<file path="config.mk">
export PLATFORM = sky130hd
export DESIGN_NAME = ctmm_timer
export DESIGN_NICKNAME = d
export VERILOG_FILES = /design/src/logic/ctmm_pkg.sv /design/src/logic/ctmm_period_calc.sv /design/src/logic/ctmm_sticky_flag.sv /design/src/logic/ctmm_timer.sv
export VERILOG_INCLUDE_DIRS = /design/src /design/src/logic
export SDC_FILE = /design/constraint.sdc
export NUM_CORES = 1
export LEC_CHECK = 0
export ABC_CLOCK_PERIOD_IN_PS = 7100
export BUFFER_PORTS_ARGS = -buffer_cell sky130_fd_sc_hd__buf_4
export CAP_MARGIN = 10
export CELL_PAD_IN_SITES_DETAIL_PLACEMENT = 1
export CELL_PAD_IN_SITES_GLOBAL_PLACEMENT = 2
export CORE_UTILIZATION = 38
export DETAILED_ROUTE_END_ITERATION = 6
export HOLD_SLACK_MARGIN = 0.06
export PLACE_DENSITY_LB_ADDON = 0.1
export SLEW_MARGIN = 20
export SYNTH_ARGS = -nofsm -noshare
export SYNTH_HDL_FRONTEND = slang
export SYNTH_HIERARCHICAL = 1
export SYNTH_SLANG_ARGS = --single-unit
</file>
<file path="constraint.sdc">
create_clock -name REF_CLK -period 7.1 [get_ports REF_CLK]
set_input_delay 0.71 -clock REF_CLK [delete_from_list [all_inputs] [get_ports REF_CLK]]
set_output_delay 0.71 -clock REF_CLK [all_outputs]
set_load 0.005 [all_outputs]
</file>
<file path="src/logic/ctmm_defines.svh">
`ifndef CTMM_DEFINES_SVH
`define CTMM_DEFINES_SVH

// Operating mode codes (mode_select_high, mode_select_low)
`define CTMM_MODE_CMP 2'h0
`define CTMM_MODE_PWM 2'h2
`define CTMM_MODE_TMR 2'h3

// Output action codes in compare-match output mode
`define CTMM_ACT_NONE 2'h0
`define CTMM_ACT_LOW 2'h1
`define CTMM_ACT_HIGH 2'h2
`define CTMM_ACT_TOGGLE 2'h3

// Output action codes in PWM mode
`define CTMM_PWM_INACTIVE 2'h0
`define CTMM_PWM_ACTIVE 2'h1
`define CTMM_PWM_WAVE 2'h2

// Full-scale counts, one beyond the largest counter value
`define CTMM_FULL_TEN 17'h00400
`define CTMM_FULL_SIXTEEN 17'h10000

// Counter masks per instance width
`define CTMM_MASK_TEN 16'h03FF
`define CTMM_MASK_SIXTEEN 16'hFFFF

// Low padding that scales the coarse period value (128 or 256 clocks)
`define CTMM_RP_PAD_TEN 7'h00
`define CTMM_RP_PAD_SIXTEEN 8'h00
`define CTMM_RP_HEAD_TEN 7'h00
`define CTMM_RP_HEAD_SIXTEEN 1'h0

// Coarse period codes that mean a full-scale period
`define CTMM_RP_ZERO_TEN 3'h0
`define CTMM_RP_ZERO_SIXTEEN 8'h00

// Counter reset value and increment
`define CTMM_CNT_RST 16'h0000
`define CTMM_CNT_ONE 17'h00001
`define CTMM_CMP_ZERO 16'h0000

`endif

</file>
<file path="src/logic/ctmm_pkg.sv">
`default_nettype none
package ctmm_pkg;

  // Run state of the counter, one-hot
  typedef enum logic [1:0]
  {
    CTMM_ST_OFF = 2'b01,
    CTMM_ST_RUN = 2'b10
  } ctmm_state_e;

  // Control bits of the timer, as software writes them
  typedef struct packed
  {
    logic mode_select_high;
    logic mode_select_low;
    logic output_action_high;
    logic output_action_low;
    logic output_initial_level;
    logic output_invert;
    logic period_duty_swap;
    logic clear_on_a_select;
  } ctmm_cfg_s;

  // Counter width and comparison span
  typedef logic [15:0] ctmm_cnt_t;
  typedef logic [16:0] ctmm_span_t;

endpackage
`default_nettype wire

</file>
<file path="src/logic/ctmm_period_calc.sv">
`timescale 1ns/10ps
`default_nettype none
`include "ctmm_defines.svh"
module ctmm_period_calc
  import ctmm_pkg::*;
(
  input wire logic wide,
  input wire logic swap,
  input wire ctmm_cnt_t a_value,
  input wire logic [7:0] p_value,
  output ctmm_span_t full_scale,
  output ctmm_span_t a_span,
  output ctmm_span_t p_span,
  output ctmm_span_t pwm_period,
  output ctmm_span_t pwm_duty
);

  logic a_zero; // Compare A value of zero

  // Scale the coarse period value; a zero code means a full-scale count
  always_comb
  begin
    if (wide)
    begin
      full_scale = `CTMM_FULL_SIXTEEN;
      a_span = {1'b0, a_value & `CTMM_MASK_SIXTEEN};
      if (p_value == `CTMM_RP_ZERO_SIXTEEN)
      begin
        p_span = `CTMM_FULL_SIXTEEN;
      end
      else
      begin
        p_span = {`CTMM_RP_HEAD_SIXTEEN, p_value, `CTMM_RP_PAD_SIXTEEN};
      end
    end
    else
    begin
      full_scale = `CTMM_FULL_TEN;
      a_span = {1'b0, a_value & `CTMM_MASK_TEN};
      if (p_value[2:0] == `CTMM_RP_ZERO_TEN)
      begin
        p_span = `CTMM_FULL_TEN;
      end
      else
      begin
        p_span = {`CTMM_RP_HEAD_TEN, p_value[2:0], `CTMM_RP_PAD_TEN};
      end
    end
  end

  assign a_zero = (a_span[15:0] == `CTMM_CMP_ZERO);

  // Assign period and duty roles; a zero A period has no meaning, so run full scale
  always_comb
  begin
    if (swap)
    begin
      pwm_period = a_zero ? full_scale : a_span;
      pwm_duty = p_span;
    end
    else
    begin
      pwm_period = p_span;
      pwm_duty = a_span;
    end
  end

endmodule
`default_nettype wire

</file>
<file path="src/logic/ctmm_sticky_flag.sv">
`timescale 1ns/10ps
`default_nettype none
module ctmm_sticky_flag
  import ctmm_pkg::*;
(
  input wire logic clk,
  input wire logic rst_n,
  input wire logic ce,
  input wire logic set_pulse,
  input wire logic clr_pulse,
  output logic flag
);

  // Flag holds until software clears it; a set in the clear cycle wins
  always_ff @(posedge clk)
  begin
    if (!rst_n)
    begin
      flag <= 1'b0;
    end
    else if (ce)
    begin
      if (set_pulse)
      begin
        flag <= 1'b1;
      end
      else if (clr_pulse)
      begin
        flag <= 1'b0;
      end
    end
  end

endmodule
`default_nettype wire

</file>
<file path="src/logic/ctmm_timer.sv">
// Contract
// - Mode code 00 selects compare-match output
// - Clear-on-A low: P match clears, zero rolls
// - Clear-on-A low: both A and P flags set
// - Clear-on-A high: A match clears, no P flag
// - Zero A value: overflow at full scale, no flag
// - Compare mode: only A matches change the pin
// - Action 00: pin unchanged on A match
// - Action 01 low, 10 high, 11 toggle
// - Counter-on rising edge loads initial pin level
// - Mode 11: like compare mode, pin not driven
// - Mode 10: PWM, one period, one duty compare
// - PWM ignores clear-on-A select bit
// - Swap bit picks period and duty registers
// - Swap 0: P period, A duty; 1 reversed
// - PWM sets A and P flags on matches
// - PWM polarity, action enable and invert apply
// - PWM action 00 inactive, 01 active, 10 wave
// - Ten-bit period code in 128-clock steps, 000 is 1024
// - Duty at or beyond period gives full active
// - Swap set: period from A, duty from P
// - Sixteen-bit period is value times 256, zero 65536
// - Sixteen-bit swapped duty is value times 256, zero 65536
// - PWM counting and flags continue while forced
`timescale 1ns/10ps
`default_nettype none
`include "ctmm_defines.svh"
module ctmm_timer
  import ctmm_pkg::*;
#(
  parameter logic WIDE = 1'b0
)
(
  input wire logic REF_CLK,
  input wire logic RST_N,
  input wire logic CE,
  input wire ctmm_cfg_s CFG,
  input wire logic COUNTER_ON,
  input wire ctmm_cnt_t COMPARE_A_VALUE,
  input wire logic [7:0] PERIOD_COMPARE_VALUE,
  input wire logic MATCH_A_FLAG_CLR,
  input wire logic MATCH_P_FLAG_CLR,
  output logic MATCH_A_FLAG,
  output logic MATCH_P_FLAG,
  output ctmm_cnt_t COUNT,
  output logic TIMER_OUT,
  output logic TIMER_OUT_EN
);

  // Decoded control fields
  logic [1:0] mode; // Operating mode code
  logic [1:0] action; // Output action code
  logic mode_cmp; // Compare-match output mode
  logic mode_pwm; // PWM output mode
  logic mode_tmr; // Plain timer/counter mode
  logic mode_known; // Any defined mode

  // Run state and edge detection of the counter-on bit
  ctmm_state_e state_reg; // Present run state
  ctmm_state_e state_next; // Next run state
  logic on_rise; // Counter-on went from low to high
  logic tick; // Counter advances this cycle

  // Counter and comparison spans
  ctmm_cnt_t cnt_reg; // Internal count-up counter
  ctmm_cnt_t cnt_next; // Its next value
  ctmm_span_t inc; // Counter plus one, one bit wider
  ctmm_span_t full_scale; // Count at which the counter overflows
  ctmm_span_t a_span; // Compare A value, masked to width
  ctmm_span_t p_span; // Coarse period value, scaled
  ctmm_span_t pwm_period; // PWM period in timer clocks
  ctmm_span_t pwm_duty; // PWM active time in timer clocks

  // Match and clear events
  logic hit_a; // Counter reaches a non-zero compare A value
  logic hit_p; // Counter reaches the scaled period value
  logic wrap; // Counter reaches full scale
  logic clear_now; // Counter returns to zero
  logic set_a; // Match-A flag set event
  logic set_p; // Match-P flag set event
  logic [1:0] flag_set; // Flag set events, A in bit 0
  logic [1:0] flag_clr; // Flag clear requests, A in bit 0
  logic [1:0] flag_val; // Flag values, A in bit 0

  // Output pin path
  logic cmp_pin_reg; // Pin level in compare-match output mode
  logic cmp_pin_next; // Its next value
  logic pwm_active; // Waveform in its active phase
  logic pwm_level; // PWM level before inversion
  logic out_next; // Pin level after inversion
  logic out_reg; // Registered pin level
  logic out_en_reg; // Registered pin enable

  assign mode = {CFG.mode_select_high, CFG.mode_select_low};
  assign action = {CFG.output_action_high, CFG.output_action_low};
  assign mode_cmp = (mode == `CTMM_MODE_CMP);
  assign mode_pwm = (mode == `CTMM_MODE_PWM);
  assign mode_tmr = (mode == `CTMM_MODE_TMR);
  // Code 01 is undefined here, so the counter simply holds
  assign mode_known = mode_cmp | mode_pwm | mode_tmr;

  // Scale compare values and pick period and duty roles
  ctmm_period_calc u_period_calc
  (
    .wide (WIDE),
    .swap (CFG.period_duty_swap),
    .a_value (COMPARE_A_VALUE),
    .p_value (PERIOD_COMPARE_VALUE),
    .full_scale (full_scale),
    .a_span (a_span),
    .p_span (p_span),
    .pwm_period (pwm_period),
    .pwm_duty (pwm_duty)
  );

  // Next run state follows the counter-on bit
  always_comb
  begin
    state_next = state_reg;
    on_rise = 1'b0;
    unique case (state_reg)
      CTMM_ST_OFF:
      begin
        // The rising edge is seen here, from the off state only
        if (COUNTER_ON)
        begin
          state_next = CTMM_ST_RUN;
          on_rise = 1'b1;
        end
      end
      CTMM_ST_RUN:
      begin
        // Turning off keeps the residual count
        if (!COUNTER_ON)
        begin
          state_next = CTMM_ST_OFF;
        end
      end
      default:
      begin
        state_next = CTMM_ST_OFF;
      end
    endcase
  end

  // Run state register
  always_ff @(posedge REF_CLK)
  begin
    if (!RST_N)
    begin
      state_reg <= CTMM_ST_OFF;
    end
    else if (CE)
    begin
      state_reg <= state_next;
    end
  end

  // The edge cycle itself only zeroes the counter, counting starts after it
  assign tick = (state_reg == CTMM_ST_RUN) & COUNTER_ON & mode_known;

  // Comparisons look at the value the counter is about to reach
  assign inc = {1'b0, cnt_reg} + `CTMM_CNT_ONE;
  assign wrap = (inc == full_scale);
  assign hit_a = (inc == a_span) && (a_span[15:0] != `CTMM_CMP_ZERO);
  assign hit_p = (inc == p_span);

  // Clear source depends on the mode and the clear-on-A select bit
  always_comb
  begin
    if (mode_pwm)
    begin
      // Only the period register clears; clear-on-A is not looked at
      clear_now = (inc == pwm_period) | wrap;
    end
    else if (CFG.clear_on_a_select)
    begin
      // A zero A value never hits, so the counter runs to full scale
      clear_now = hit_a | wrap;
    end
    else
    begin
      // A zero period code scales to full scale, which is a plain rollover
      clear_now = hit_p | wrap;
    end
  end

  // Flag events per mode
  always_comb
  begin
    set_a = 1'b0;
    set_p = 1'b0;
    if (tick)
    begin
      if (mode_pwm)
      begin
        // Flags keep coming even while the pin is forced
        set_a = hit_a;
        set_p = hit_p;
      end
      else if (CFG.clear_on_a_select)
      begin
        set_a = hit_a;
        set_p = 1'b0;
      end
      else
      begin
        set_a = hit_a;
        set_p = hit_p;
      end
    end
  end

  // Next counter value
  always_comb
  begin
    cnt_next = cnt_reg;
    if (on_rise)
    begin
      cnt_next = `CTMM_CNT_RST;
    end
    else if (tick)
    begin
      if (clear_now)
      begin
        cnt_next = `CTMM_CNT_RST;
      end
      else
      begin
        cnt_next = inc[15:0];
      end
    end
  end

  // Counter register
  always_ff @(posedge REF_CLK)
  begin
    if (!RST_N)
    begin
      cnt_reg <= `CTMM_CNT_RST;
    end
    else if (CE)
    begin
      cnt_reg <= cnt_next;
    end
  end

  // Sticky match flags, A then P
  assign flag_set = {set_p, set_a};
  assign flag_clr = {MATCH_P_FLAG_CLR, MATCH_A_FLAG_CLR};

  genvar gi;
  generate
    for (gi = 0; gi < 2; gi = gi + 1)
    begin : g_flag
      ctmm_sticky_flag u_flag
      (
        .clk (REF_CLK),
        .rst_n (RST_N),
        .ce (CE),
        .set_pulse (flag_set[gi]),
        .clr_pulse (flag_clr[gi]),
        .flag (flag_val[gi])
      );
    end
  endgenerate

  // Compare-mode pin level: loaded on the rising edge, changed by A matches
  always_comb
  begin
    cmp_pin_next = cmp_pin_reg;
    if (on_rise)
    begin
      cmp_pin_next = CFG.output_initial_level;
    end
    else if (mode_cmp && set_a)
    begin
      // P matches never reach this path
      unique case (action)
        `CTMM_ACT_NONE:
        begin
          cmp_pin_next = cmp_pin_reg;
        end
        `CTMM_ACT_LOW:
        begin
          cmp_pin_next = 1'b0;
        end
        `CTMM_ACT_HIGH:
        begin
          cmp_pin_next = 1'b1;
        end
        `CTMM_ACT_TOGGLE:
        begin
          cmp_pin_next = ~cmp_pin_reg;
        end
      endcase
    end
  end

  // Compare-mode pin register
  always_ff @(posedge REF_CLK)
  begin
    if (!RST_N)
    begin
      cmp_pin_reg <= 1'b0;
    end
    else if (CE)
    begin
      cmp_pin_reg <= cmp_pin_next;
    end
  end

  // Edge-aligned waveform: active from the clear until the duty count
  // A duty at or past the period never ends the active phase
  assign pwm_active = ({1'b0, cnt_reg} < pwm_duty);

  // PWM level before the invert bit
  always_comb
  begin
    unique case (action)
      `CTMM_PWM_INACTIVE:
      begin
        pwm_level = ~CFG.output_initial_level;
      end
      `CTMM_PWM_ACTIVE:
      begin
        pwm_level = CFG.output_initial_level;
      end
      `CTMM_PWM_WAVE:
      begin
        // Initial-level bit chooses active high or active low
        pwm_level = pwm_active ~^ CFG.output_initial_level;
      end
      default:
      begin
        // Undefined code: treat as forced inactive, safest for a load
        pwm_level = ~CFG.output_initial_level;
      end
    endcase
  end

  // Final pin level; the invert bit acts after the mode logic
  always_comb
  begin
    if (mode_pwm)
    begin
      out_next = pwm_level ^ CFG.output_invert;
    end
    else if (mode_cmp)
    begin
      out_next = cmp_pin_next ^ CFG.output_invert;
    end
    else
    begin
      // Timer/counter mode leaves the pin to other functions
      out_next = 1'b0;
    end
  end

  // Output registers; the PWM level trails the counter by one clock
  always_ff @(posedge REF_CLK)
  begin
    if (!RST_N)
    begin
      out_reg <= 1'b0;
      out_en_reg <= 1'b0;
    end
    else if (CE)
    begin
      out_reg <= out_next;
      out_en_reg <= mode_cmp | mode_pwm;
    end
  end

  assign MATCH_A_FLAG = flag_val[0];
  assign MATCH_P_FLAG = flag_val[1];
  assign COUNT = cnt_reg;
  assign TIMER_OUT = out_reg;
  assign TIMER_OUT_EN = out_en_reg;

endmodule
`default_nettype wire

</file>
==> metrics.txt, run 1 <==
number of distinct library cells after synthesis=77; delay of the slowest critical-path stage=0.68 ns; worst hold-check path type=reg -> reg; Rows=40; number of global-route vias before repair=4960; max reg flops=16; Final setup violation count=0; Num CTS Buffers=3; post-cts repair resize count=0; nets@finish=732; WL final=18100 um; share of layout cells above drive strength 1=14.5%; area grow syn2layout=8.49%; Arrival @ worst endpoint=4.60 ns; CTS tree=done; post-synth top area share=9.55%; Mapped Cells=654; Clock Path Buffers=2; shortest period the worst path allows=4.44 ns; multi-input logic area=0.00389 mm2; 1st-iter DRT viols=349; first-pass GRT wire length=28000 um; maxcap violations=0; final worst-path setup slack=2.66 ns; Root Buffer=clkbuf_16; Worst-path clk slew=0.07 ns; Final Skew=0.00228 ns; met2 Usage GRT=48.1%; Crit Path Max Fanout=14; Power Dens Cells=79.7 mW/mm2; Post-synth EDFFs=0; global route hottest layer=met2; status=finished clean; drt wl/cell=21.5 um; fillers=1602; cells along the critical path=ha_1, nand4_4, nor3_2, mux2i_1, o2111ai_1, or4_1, nor4_1, o21ai_1, and2_1, a22o_1; initial antenna violation count=0; GRT Residual Overflow=0; critical path's top delay family=simple AND/OR/NAND/NOR gates; Peak Freq=0.225 GHz; I/O pins=58; Setup crit end kind=register; Hold-fix buffers, CTS=0; Commonest cells post-synth=xnor2_1, nand2_1, buf_4, nor2_1, inv_1; Die ar.=0.0131 mm2; Ant. Diodes=0; Sequential Area=460 um2; Routed Antenna Nets=0; Slew Viols, Final=0; Synth area leaders=dfxtp_1, xnor2_1, buf_4; # DRC=0; Main synth FF type=dfxtp_1; GRT Util Overall=28.1%; Worst VDD drop=112 uV; sequential-to-total area share from yosys stat=9.55%; # clock sinks=23; Seq cells post-synth=23; leading area contributor after synthesis=dfxtp_1; Hold WS=0.502 ns; asr flop ratio synth=0%; via density per instance=5.93; GR Util met3=1.59%; CP max stage cell=dfxtp_1; Setup CP Type=reg -> reg; Req. time, crit path=7.26 ns; Detailed Routing Iterations Pass 1=4; leak pwr=2.04 nW; Detailed Place HPWL=14600 um; Slew HR=43.4%; Via Count=5001; Post-CTS Setup Bufs=0; Worst-Margin Slew=0.847 ns; Die Ht=115 um; Placer Congestion=0.907; Netlist Area Pre-Place=0.00482 mm2; Placed Area=0.00515 mm2; Ys Warns=6; largest net degree at the start of global routing=28; Buffers on Ports=57; Starting Density=39.5%; Die Width=115 um; GR Util met1=37.0%; Startpoint Class=register; final hold vios=0; unrepaired setup endpoints after global routing=false; worst skew pair latency=0.27 ns; core footprint=0.0122 mm2; fin crit share=62.5%; Placement Setup Slack=2.72 ns; setup TNS=0 ns; WP buf/inv=0; top-count cell post-synth=xnor2_1; H-Tree Depth=1; syn avg cell area=7.37 um2; Design Area, Final=0.00523 mm2
cell usage in the layout, fill, tap and decap left out, types with 5 or more instances in the layout:
master	count
buf_4	59
xnor2_1	51
nand2_1	43
nor2_1	38
inv_1	36
conb_1	31
nand3_1	26
dfxtp_1	23
xor2_1	23
and2_1	23
a21oi_1	22
o21ai_0	22
nor3_1	19
mux2_2	19
ha_1	18
nor2b_1	17
nor4_1	16
nand4_1	14
and4_1	11
and3_1	9
o211ai_1	9
or3_1	8
nand3b_1	8
xnor3_1	7
o2111ai_1	7
mux2i_1	7
o41ai_1	7
a31oi_1	6
o22ai_1	5
nand2b_1	5
nand4b_1	5
a21o_1	5
final timing paths:
kind                                       startpoint                    end  slack, ns  cells after the start
worst min register to register  g_flag[0].u_flag/flag  g_flag[0].u_flag/flag       0.50                      1
worst max register to register               COUNT[0]               COUNT[1]       2.66                     10
worst min-delay path            g_flag[0].u_flag/flag  g_flag[0].u_flag/flag       0.50                      1
worst max-delay path                         COUNT[0]               COUNT[1]       2.66                     10
layout make-up:
type,count,share of cell area (%)
Tap cell,168,4.02
Clock buffer,3,1.44
Multi-Input combinational cell,551,74.4
Sequential cell,23,8.80
Inverter,38,2.73
Clock inverter,1,0.0957
Timing Repair Buffer,59,8.47
routing by layer:
layer | wire length, um | vias to the layer above
li1 | - | 2361
met2 | 8710 | 140
met4 | 518 | 0
met3 | 847 | 25
met5 | 0 | -
met1 | 8070 | 2475
worst reg2reg max path: cells and delay by family, from the launching register on:
| kind | cells | cell delay [ns] |
|---|---|---|
| AOI/OAI and AO/OA | 3 | 0.70 |
| adders and majority gates | 1 | 0.55 |
| DFF | 1 | 0.68 |
| and+or+nand+nor | 5 | 2.09 |
| muxes | 1 | 0.29 |
cells by family after synthesis:
kind of cell	synth area share (%)
other cells	0.156
flops	9.55
xor+xnor	17.1
simple gates	31.7
mux	5.89
buf+inv	11.9
compound gates	19.1
fa+ha+maj	4.67
power breakdown:
group | switching, mW | internal [mW] | total [mW] | leakage (nW)
combinational | 0.0843 | 0.0688 | 0.153 | 1.81
clock | 0.0554 | 0.0762 | 0.132 | 0.0409
sequential | 0.00126 | 0.131 | 0.132 | 0.186
stage by stage:
step | util, % | instances | power (mW)
final | 42.8 | 843 | 0.417
after floorplan | - | 683 | 0.249
after global routing | 42.8 | 843 | 0.438
after detailed placement | 42.2 | 839 | 0.281
after CTS | 42.8 | 843 | 0.412
after global placement | 42.2 | 839 | 0.278
Power figures use the tool's default switching activity.
==> run 2, diff against run 1 <==
- ABC_CLOCK_PERIOD_IN_PS: 7100 -> 3700
- CORE_UTILIZATION: 38 -> 31
- clock period: 7.1 -> 3.7 ns (I/O delays scaled with it)
==> run 2 against run 1 <==
Against the previous run:
- wire length up 14%
- via count up 2.4%
- first-iteration DRC count down 31%
- sequential share of layout area down 0.57 points
- maximum frequency up 31%
- critical path depth up 1
- non-clock buffer count up 43
- hold slack worse by 0.15 ns
- final cell count up 7.5%
- core utilization down 6.1 points
- global-route usage down 1.6 points
- sequential power up 92%
==> metrics.txt, run 2 (synthesized netlist as in run 1, its figures left out) <==
1st-iter DRT viols=242; worst setup path startpoint=COUNT[0]; Rows=45; Power Dens Cells=144 mW/mm2; Worst VDD drop=228 uV; GRT Util Overall=26.5%; first-pass GRT wire length=31900 um; Clock Path Buffers=2; # clock sinks=23; post-cts repair resize count=0; CP max stage cell=o31a_1; Peak Freq=0.296 GHz; number of global-route vias before repair=5377; maxcap violations=0; Design Area, Final=0.00559 mm2; final hold vios=0; Hold-fix buffers, CTS=0; Crit Path Max Fanout=7; critical path's top delay family=compound AO/OA/AOI/OAI gates; worst r2r src=COUNT[0]; nets@finish=775; largest net degree at the start of global routing=28; fin crit share=91.4%; unrepaired setup endpoints after global routing=false; Detailed Place HPWL=17200 um; Final Skew=0.00323 ns; startpoint of the worst hold path=RST_N; Die Width=127 um; I/O pins=58; Post-CTS Setup Bufs=0; Slew HR=49.1%; Root Buffer=clkbuf_16; status=finished clean; Ant. Diodes=0; leak pwr=2.26 nW; # DRC=0; Setup crit end kind=register; Detailed Routing Iterations Pass 1=4; CTS tree=done; WL final=20600 um; cells along the critical path=ha_1, buf_4, and4_1, nand2_1, o22ai_1, nor4_1, o2111ai_1, o31a_1, o31ai_2, xor2_1, o2bb2ai_1; Hold WS=0.351 ns; drt wl/cell=22.8 um; Setup CP Type=reg -> reg; core footprint=0.0152 mm2; Routed Antenna Nets=0; commonest non-fill, non-tap cell in the layout=buf_4; initial antenna violation count=0; WP buf/inv=1; fillers=1933; Via Count=5121; Starting Density=31.7%; DP Cell Count=902; Req. time, crit path=3.89 ns; Num CTS Buffers=3; Arrival @ worst endpoint=3.57 ns; area grow syn2layout=15.9%; shortest period the worst path allows=3.38 ns; delay of the slowest critical-path stage=0.42 ns; H-Tree Depth=1; Startpoint Class=register; most frequent cells in the layout=buf_4, xnor2_1, nand2_1, nor2_1, inv_1; Final setup violation count=0; worst skew pair latency=0.26 ns; Placed Area=0.00551 mm2; via density per instance=5.65; Worst-path clk slew=0.06 ns; GRT Residual Overflow=0; max reg flops=16; Placement Setup Slack=0.179 ns; Worst-Margin Slew=0.758 ns; Buffers on Ports=57; Die Ht=127 um; setup TNS=0 ns; Slew Viols, Final=0; Die ar.=0.0161 mm2; share of layout cells above drive strength 1=19.5%; final worst-path setup slack=0.317 ns; worst hold-check path type=in -> reg; Cell Count, Final, Fillers Out=906; Placer Congestion=0.941
-- run 2: cell count changes in the layout (fill, tap and decap cells not counted) --
cell	previous run	this run
buf_4	59	101
buf_12	0	1
clkbuf_1	0	1
clkinv_2	1	0
-- run 2: through the flow --
| stage | util (%) | power (mW) |
|---|---|---|
| 6_report | 36.8 | 0.804 |
| 5_1_grt | 36.8 | 0.852 |
| 4_1_cts | 36.8 | 0.800 |
| 3_5_place_dp | 36.2 | 0.551 |
| 3_3_place_gp | 36.2 | 0.545 |
| 2_1_floorplan | - | 0.478 |
-- run 2: where the power goes --
part / switching, mW / internal [mW]
sequential: 0.00247 / 0.251
clock: 0.0967 / 0.148
combinational: 0.171 / 0.135
total: 0.270 / 0.534
-- run 2: metal layers --
layer / wire length [um] / track usage (%) / vias up
met5: 0 / 0 / -
met4: 838 / 11.7 / 0
met3: 1050 / 3.16 / 39
met2: 9840 / 45.1 / 145
met1: 8910 / 33.6 / 2482
li1: - / - / 2455
-- run 2: cell type report --
type / instances / area [um2] / share of cell area [%]
clock buffer: 4 / 78.8 / 1.41
timing repair buffer: 102 / 778 / 13.9
sequential: 23 / 460 / 8.24
inverter: 38 / 143 / 2.55
tap: 188 / 235 / 4.21
multi-input combinational: 551 / 3890 / 69.7
-- run 2: path summary, 6_finish.rpt --
kind | to | slack (ns) | cells after the start
max reg2reg | TIMER_OUT | 0.32 | 11
min | state_reg[0] | 0.35 | 2
max | TIMER_OUT | 0.32 | 11
min reg2reg | g_flag[0].u_flag/flag | 0.48 | 1
-- run 2: worst register-to-register path: cells and delay by family, from the launching register on --
kind            cells  cell delay (ns)
xor+xnor            1             0.20
flops               1             0.32
fa+ha+maj           1             0.24
simple gates        3             0.93
buf+inv             1             0.18
compound gates      5             1.44
